==> src/rtl/brs_pkg.sv <==
// Package with constants and types for the boot region swap remap block
//
// Contract
// - Swap inverts size-selected address bit, top regions
// - Swap clear passes every address unchanged
// - Code 000 swaps FFFF_0000h with FFFE_0000h
// - Code 001 swaps FFFE_0000h with FFFC_0000h
// - Code 010 swaps FFFC_0000h with FFF8_0000h
// - Code 011 swaps FFF8_0000h with FFF0_0000h
// - Code 100 swaps FFF0_0000h with FFE0_0000h
// - Code 101 swaps FFE0_0000h with FFC0_0000h
// - Code 110 swaps FFC0_0000h with FF80_0000h
// - Code 111 swaps FF80_0000h with FF00_0000h
// - Well reset clears swap; platform reset keeps
// - Swap bit lives in battery-backed well
// - Strap forces swap set; clears ignored
package brs_pkg;
  localparam int unsigned BRS_ADDR_W = 32;
  localparam int unsigned BRS_BASE_BIT = 16;
  localparam logic [2:0] BRS_SIZE_RST = 3'h0;
  localparam logic BRS_SWAP_RST = 1'b0;
  localparam logic BRS_LOCK_RST = 1'b0;
  localparam logic [7:0] BRS_TOP_BYTE = 8'hff;

  typedef enum {BRS_IDLE, BRS_BUSY} brs_state_e;

  typedef struct packed {
    logic valid;
    logic toFlash;
    logic [BRS_ADDR_W-1:0] addr;
  } brs_cycle_s;

  typedef struct packed {
    logic swapEn;
    logic lockEn;
    logic wrSwap;
    logic wrLock;
  } brs_swwr_s;
endpackage

==> src/rtl/brs_swap_well.sv <==
// Battery-backed swap and lock bits
`timescale 1ns/1ns
`default_nettype none
module brs_swap_well
  import brs_pkg::*;
(
  input wire logic mclk,
  input wire logic rtc_well_reset_n,
  input wire logic strapSwap,
  input wire brs_pkg::brs_swwr_s swWr,
  output logic swapBit,
  output logic lockBit
);
  logic swap_r;
  logic lock_r;

  // Only the well reset touches these; platform reset is not wired
  always_ff @(posedge mclk or negedge rtc_well_reset_n) begin
    if (!rtc_well_reset_n) begin
      lock_r <= BRS_LOCK_RST;
    end else if (swWr.wrLock && swWr.lockEn) begin
      lock_r <= 1'b1; // Sticky until well reset
    end
  end

  always_ff @(posedge mclk or negedge rtc_well_reset_n) begin
    if (!rtc_well_reset_n) begin
      swap_r <= BRS_SWAP_RST;
    end else if (strapSwap) begin
      swap_r <= 1'b1;
    end else if (swWr.wrSwap && !lock_r) begin
      swap_r <= swWr.swapEn;
    end
  end

  assign swapBit = swap_r;
  assign lockBit = lock_r;

  a_strap_force: assert property (@(posedge mclk) disable iff (!rtc_well_reset_n)
    strapSwap |=> swap_r) else $error("strap did not force swap");
  a_lock_hold: assert property (@(posedge mclk) disable iff (!rtc_well_reset_n)
    (lock_r && !strapSwap) |=> $stable(swap_r)) else $error("locked swap changed");
endmodule
`default_nettype wire

==> src/rtl/brs_remap.sv <==
// Combinational address exchange for the boot regions
`timescale 1ns/1ns
`default_nettype none
module brs_remap
  import brs_pkg::*;
(
  input wire logic swapOn,
  input wire logic [2:0] sizeCode,
  input wire brs_pkg::brs_cycle_s cycIn,
  output brs_pkg::brs_cycle_s cycOut
);
  logic [BRS_ADDR_W-1:0] flipMask;
  logic [BRS_ADDR_W-1:0] regionMask;
  logic inWindow;

  // Flip bit is base plus size code; window is two regions below the top
  always_comb begin
    flipMask = '0;
    flipMask[BRS_BASE_BIT + int'(sizeCode)] = 1'b1;
    regionMask = ~((flipMask << 1) - 32'h1);
    inWindow = ((cycIn.addr & regionMask) == regionMask);
  end

  // One mask covers every size code row
  always_comb begin
    cycOut = cycIn;
    if (swapOn && cycIn.toFlash && inWindow) begin
      cycOut.addr = cycIn.addr ^ flipMask;
    end
  end
endmodule
`default_nettype wire

==> src/rtl/brs_top.sv <==
// Top of the boot region swap remap block
`timescale 1ns/1ns
`default_nettype none
module brs_top
  import brs_pkg::*;
(
  input wire logic mclk,
  input wire logic rstn,
  input wire logic rtc_well_reset_n,
  input wire logic platform_reset_n,
  input wire logic strapSwap,
  input wire logic [2:0] bootSizeCode,
  input wire logic swWrSwap,
  input wire logic swWrLock,
  input wire logic swSwapData,
  input wire logic swLockData,
  input wire brs_pkg::brs_cycle_s hostCyc,
  output brs_pkg::brs_cycle_s outCyc,
  output logic swapState,
  output logic lockState
);
  brs_state_e state_r;
  logic swapBit;
  logic lockBit;
  logic [2:0] size_r;
  brs_cycle_s remapped;
  brs_cycle_s out_r;
  brs_swwr_s wr;
  logic platRst;

  // Software writes only land while platform is out of reset
  assign platRst = !(rstn && platform_reset_n);
  assign wr = '{swapEn: swSwapData, lockEn: swLockData,
                wrSwap: swWrSwap && !platRst, wrLock: swWrLock && !platRst};

  brs_swap_well uWell (
    .mclk(mclk),
    .rtc_well_reset_n(rtc_well_reset_n),
    .strapSwap(strapSwap),
    .swWr(wr),
    .swapBit(swapBit),
    .lockBit(lockBit)
  );

  // Soft strap is caught once after platform reset release
  always_ff @(posedge mclk or negedge rstn) begin
    if (!rstn) begin
      state_r <= BRS_IDLE;
    end else if (!platform_reset_n) begin
      state_r <= BRS_IDLE;
    end else begin
      case (state_r)
        BRS_IDLE: state_r <= BRS_BUSY;
        BRS_BUSY: state_r <= BRS_BUSY;
        default: state_r <= BRS_IDLE;
      endcase
    end
  end

  always_ff @(posedge mclk or negedge rstn) begin
    if (!rstn) begin
      size_r <= BRS_SIZE_RST;
    end else if (state_r == BRS_IDLE) begin
      size_r <= bootSizeCode;
    end
  end

  brs_remap uRemap (
    .swapOn(swapBit),
    .sizeCode(size_r),
    .cycIn(hostCyc),
    .cycOut(remapped)
  );

  // Registered output stage; one cycle of latency
  always_ff @(posedge mclk or negedge rstn) begin
    if (!rstn) begin
      out_r <= '0;
    end else begin
      out_r <= remapped;
    end
  end

  always_ff @(posedge mclk or negedge rstn) begin
    if (!rstn) begin
      swapState <= BRS_SWAP_RST;
      lockState <= BRS_LOCK_RST;
    end else begin
      swapState <= swapBit;
      lockState <= lockBit;
    end
  end

  assign outCyc = out_r;

  a_pass_clear: assert property (@(posedge mclk) disable iff (!rstn)
    !swapBit |=> (out_r.addr == $past(hostCyc.addr))) else $error("address changed");
  a_nonflash_pass: assert property (@(posedge mclk) disable iff (!rstn)
    !hostCyc.toFlash |=> (out_r.addr == $past(hostCyc.addr))) else $error("non flash remapped");
  a_size0_swap: assert property (@(posedge mclk) disable iff (!rstn)
    (swapBit && hostCyc.toFlash && size_r == 3'h0 && hostCyc.addr[31:16] == 16'hffff)
    |=> (out_r.addr[31:16] == 16'hfffe)) else $error("64k swap wrong");
  a_size1_swap: assert property (@(posedge mclk) disable iff (!rstn)
    (swapBit && hostCyc.toFlash && size_r == 3'h1 && hostCyc.addr[31:17] == 15'h7ffe)
    |=> (out_r.addr[31:17] == 15'h7fff)) else $error("128k swap wrong");
  a_size7_swap: assert property (@(posedge mclk) disable iff (!rstn)
    (swapBit && hostCyc.toFlash && size_r == 3'h7 && hostCyc.addr[31:23] == 9'h1ff)
    |=> (out_r.addr[31:23] == 9'h1fe)) else $error("8m swap wrong");
  a_size4_swap: assert property (@(posedge mclk) disable iff (!rstn)
    (swapBit && hostCyc.toFlash && size_r == 3'h4 && hostCyc.addr[31:20] == 12'hffe)
    |=> (out_r.addr[31:20] == 12'hfff)) else $error("1m swap wrong");
  a_outside_pass: assert property (@(posedge mclk) disable iff (!rstn)
    (hostCyc.addr[31:24] != BRS_TOP_BYTE) |=> (out_r.addr == $past(hostCyc.addr)))
    else $error("outside window remapped");
  a_state_mirror: assert property (@(posedge mclk) disable iff (!rstn)
    ##1 (swapState == $past(swapBit))) else $error("swap state lags");
endmodule
`default_nettype wire

==> config.mk <==
export PLATFORM = sky130hd
export DESIGN_NAME = brs_top
export DESIGN_NICKNAME = d
export VERILOG_FILES = /design/src/rtl/brs_pkg.sv /design/src/rtl/brs_swap_well.sv /design/src/rtl/brs_remap.sv /design/src/rtl/brs_top.sv
export SDC_FILE = /design/constraint.sdc
export NUM_CORES = 1
export LEC_CHECK = 0
export BUFFER_PORTS_ARGS = -buffer_cell sky130_fd_sc_hd__buf_2
export CAP_MARGIN = 20
export CORE_MARGIN = 2
export CORE_UTILIZATION = 40
export CTS_CLUSTER_SIZE = 14
export DETAILED_ROUTE_END_ITERATION = 8
export PLACE_DENSITY = 0.77
export SYNTH_ARGS = -nofsm -noshare
export SYNTH_HDL_FRONTEND = slang
export SYNTH_SLANG_ARGS = --single-unit
export TNS_END_PERCENT = 10
==> constraint.sdc <==
create_clock -name mclk -period 1.72 [get_ports mclk]
set_input_delay 0.344 -clock mclk [delete_from_list [all_inputs] [get_ports mclk]]
set_output_delay 0.344 -clock mclk [all_outputs]
set_load 0.01 [all_outputs]
# After elaboration in Yosys (flattened, before gate mapping)

Cells that the tools add are included.

Logic and storage cells: 38
Bits of input ports: 46
Register bits: 73

Reduce and logical (&&, ||, !) cells: 13
Magnitude comparators: 2
Bitwise gates (word level): 3
Equal/unequal tests: 2
Add/subtract/negate cells: 2
Muxes and demuxes: 7

Operator list:

| cell                                                         | count |
|---|---|
| logical NOT 32 bit                                           | 2 |
| 2-to-1 mux 32 bit                                            | 2 |
| bitwise AND 32 bit                                           | 1 |
| equality test 32 x 1 -> 1 bit (second input constant)        | 1 |
| equality test 32 bit                                         | 1 |
| >= comparator 32 x 1 -> 1 bit (second input constant)        | 1 |
| less-than comparator 32 x 6 -> 1 bit (second input constant) | 1 |
| inverter 32 bit                                              | 1 |
| subtractor 32 x 1 -> 32 bit (second input constant)          | 1 |
| bitwise XOR 32 bit                                           | 1 |
| logical AND 1 bit                                            | 8 |
| adder 5 x 3 -> 6 bit (first input constant)                  | 1 |
| demux 1 bit (select 5 bit)                                   | 1 |
| 2-to-1 mux 1 bit                                             | 4 |
| nonzero test 2 bit                                           | 1 |
| OR reduction 2 bit                                           | 1 |
| logical NOT 1 bit                                            | 1 |

# Logic depth before layout (Yosys ltp)

Word-level depth: 11
Depth in mapped cells: 5
Mapped depth without buffers: 4

# By module

From an unflattened synthesis, not the netlist that was laid out.

Cell total of the unflattened synthesis: 113
Area, all modules: 1571.5 µm²

Modules (own cells, without submodules):

| module        | instances | cells an instance | area an instance (µm²) | sequential area each (µm²) |
|---|---|---|---|---|
| brs_top       | 1         | 45                | 1047.3                 | 1001.0 |
| brs_remap     | 1         | 61                | 442.9                  | 0.0 |
| brs_swap_well | 1         | 7                 | 81.3                   | 50.0 |

# Worst setup path after synthesis

OpenSTA, ideal clock, no wires.

Path kind: register to register
From: reg size_r[2]
To: reg out_r, in the netlist outCyc[22]
Slack: 496 ps
Setup time: 80 ps
Arrival: 1144 ps
Cell stages (with the launch flop): 6
Path through: dfrtp_1 > buf_2 > a211oi_2 > and4bb_2 > nand4_1 > xnor2_1

RTL lines:

| item                     | RTL line      | text |
|---|---|---|
| start: declaration       | brs_top.sv:25 | `logic [2:0] size_r;` |
| start signal: assignment | brs_top.sv:64 | `size_r <= bootSizeCode;` |
| end signal: assignment   | brs_top.sv:80 | `out_r <= remapped;` |
| end: declaration         | brs_top.sv:27 | `brs_cycle_s out_r;` |

==> metrics.md <==
| Metric | Value |
|---|---|
| H-Tree Level Count | `2` |
| Max layer used | `met4` |
| Ys Warns | `0` |
| TritonRoute pass-1 iters | `4` |
| Max VDD drop | `roughly 0.63 mV` |
| CP Launch Point | `size_r[2]` |
| Vias in the first global route | `990` |
| Critical Path RT | `~2000 ps` |
| Sw power | `424 uW` |
| Ports | `82` |
| Switching Fraction | `22.9%` |
| Reg2reg path depth | `4` |
| Slowest CP cell | `dfrtp_1` |
| Initial antenna violation count | `0` |
| Full die area | `3900 um2` |
| Per-cell routed wire length | `13.7 um` |
| Seq/Total Area, Yosys | `76.9%` |
| Max cap viols | `0` |
| Drt total wl | `2980 um` |
| Clock power share | `32.5%` |
| Critical Path Sink Type | `flip-flop` |
| End of the critical path | `outCyc[22]` |
| Outcome | `completed` |
| Met2 WL | `roughly 1500 um` |
| # clock sinks | `42` |
| RR Endpoint | `outCyc[22]` |
| Largest net degree at the start of global routing | `about 40` |
| Syn_nets | `128` |
| Total Routing Usage GR | `between 10% and 20%` |
| Starting Density | `roughly 41%` |
| CTS tree | `yes` |
| Comb pwr share | `10.0%` |
| Drt via density | `4.50` |
| Number of remaining DRC errors | `0` |
| Layout cells sized above 1 | `a little under three fifths` |
| Core box area | `3310 um2` |
| Clk_lat worst skew | `350 ps` |
| Min cycle time layout | `1430 ps` |
| Slew margin rel. | `68.8%` |
| Worst-Margin Slew | `468 ps` |
| M1 wire length | `1110 um` |
| Startpoint Class | `flip-flop` |
| HPWL Detailed | `around 2300 um` |
| Die height | `62.4 um` |
| Commonest non-fill, non-tap cell in the layout | `buf_2` |
| Cell-internal power | `1430 uW` |
| Fin Setup TNS | `0 ps` |
| Synthesized flop and latch total | `42` |
| Leakage | `~0.00093 uW` |
| Synth Instances | `82` |
| Commonest non-fill, non-tap cells in the layout | `buf_2, dfrtp_1, xnor2_1` |
| Clock slew at reported path FFs | `between 100 and 150 ps` |
| GRT overflow | `0` |
| Crit-path cells | `nor2_1, nor3_2, nand4_1, xnor2_1` |
| Vias | `981` |
| Final Max Tran Viols | `0` |
| Crit-path max FO | `9` |
| FF-to-FF Start | `size_r[2]` |
| Hold WC Path Type | `primary input to flip-flop` |
| DRT iter0 DRCs | `26` |
| RSZ-0062 raised after global routing | `false` |
| Die width | `62.4 um` |
| FMAX | `697 MHz` |
| Syn Std Cell Area | `1370 um2` |
| Max Buffers Root-to-Sink | `2` |
| Syn Area/Cell | `approximately 17 um2` |
| Final instance area | `1920 um2` |
| # rows | `21` |
| Pwr Density | `965 nW/um2` |
| Placer Congestion | `0.744` |
| I/O Buffers | `81` |
| Area grow syn2layout | `40.5%` |
| TritonCTS buffer count | `5` |
| Final Hold Fails | `0` |
| CP max stage delay | `540 ps` |
| R2R setup slack | `290 ps` |
| Crit share post-route | `83.4%` |
| Synth cell types | `22` |
| Root Buffer | `clkbuf_4` |
| Placed Area | `1830 um2` |
| Share of power burned in registers | `a little under three fifths` |
| First-pass GRT wire length | `4630 um` |
| CP arrival | `1680 ps` |
| ANT cells | `0` |
| Setup violations, final | `0` |
| WS Path Type | `flip-flop to flip-flop` |
| Routed met3 length | `261 um` |
| Nets@finish | `approximately 220` |
| Post-DRT Antenna Nets | `0` |
| Clock skew | `2.86 ps` |
==> cell type report <==
class	count	area, um2
fillers	273	1390
flip-flops and latches	42	1050
repair buffers	83	423
multi-input cells	38	307
well taps	46	57.6
clock inverters	3	40.0
clock buffers	5	37.5
inverters	1	3.75
==> cell usage after synthesis, drive strengths merged <==
| cell type | instances | share of area [%] |
|---|---|---|
| a211o | 1 | 0.64 |
| a211oi | 1 | 0.92 |
| a41o | 1 | 0.73 |
| and3 | 1 | 0.46 |
| and4 | 1 | 0.64 |
| and4bb | 1 | 0.92 |
| buf | 1 | 0.37 |
| dfrtp | 42 | 77 |
| inv | 1 | 0.27 |
| mux2 | 3 | 2.5 |
| nand2 | 2 | 0.55 |
| nand3 | 3 | 1.1 |
| nand4 | 6 | 3.2 |
| nand4b | 1 | 0.64 |
| nor2 | 4 | 1.1 |
| nor3 | 2 | 1.1 |
| nor4b | 3 | 2.8 |
| xnor2 | 7 | 4.5 |
| xor2 | 1 | 0.64 |
==> power by group through the flow <==
stage	clock, uW	sequential, uW	combinational [uW]
2_1_floorplan	0	1100	38.1
3_3_place_gp	0	1080	179
3_5_place_dp	0	1080	186
4_1_cts	624	1060	188
5_1_grt	665	1070	201
6_report	603	1060	185
==> worst max-delay path, delay by kind of cell (launching register included) <==
family,cells,cell delay [ps]
AND/OR/NAND/NOR,3,620
flip-flops,1,540
XOR/XNOR,1,170
==> layer usage <==
layer  track usage [%]  up-vias
li1                  -      466
met2              27.3       54
met5                 0        -
met4              10.6        0
met3              7.21        7
met1              16.7      454
==> stage by stage <==
step,worst slack (ps),cells,hold slack [ps],utilization (%),total power [uW]
4_1_cts,306,218,70.4,58.0,1880
2_1_floorplan,496,82,48.4,-,1140
6_report,286,218,91.3,58.0,1850
5_1_grt,200,218,54.8,58.0,1940
3_5_place_dp,287,209,130,55.3,1270
3_3_place_gp,387,209,129,55.3,1260
==> how the worst min path moves through the flow <==
stage | start | to | slack, ps | depth (start not counted)
2_1_floorplan | rstn | lockState | 50 | 0
3_3_place_gp | rtc_well_reset_n | uWell.lockBit | 130 | 1
3_5_place_dp | rtc_well_reset_n | uWell.lockBit | 130 | 1
4_1_cts | hostCyc[2] | outCyc[2] | 70 | 1
5_1_grt | hostCyc[2] | outCyc[2] | 50 | 1
6_report | hostCyc[15] | outCyc[15] | 90 | 1
==> what timing repair did <==
action / 4_1_cts / 5_1_grt
hold buffers: 1 / 0
buffers inserted: 0 / 0
endpoints found under the hold margin: 2 / 0
resized for setup: 0 / 0
endpoints found under the setup margin: 0 / 0
==> cell families (layout without fill, tap and decap cells) <==
| group | count (synthesis) | in the layout | synth area share (%) |
|---|---|---|---|
| multiplexers | 3 | 3 | 2.47 |
| AO/OA/AOI/OAI | 3 | 3 | 2.29 |
| flip-flops | 42 | 42 | 76.9 |
| AND/OR/NAND/NOR | 24 | 24 | 12.5 |
| buffers and inverters | 2 | 92 | 0.640 |
| XOR/XNOR | 8 | 8 | 5.13 |
==> sequential cells by signal, indices dropped and copies added (netlist names) <==
register / flops
lockState: 1
outCyc: 34
uWell.lockBit: 1
swapState: 1
state_r: 1
uWell.swapBit: 1
size_r: 3
(Power assumes the default switching activity.)
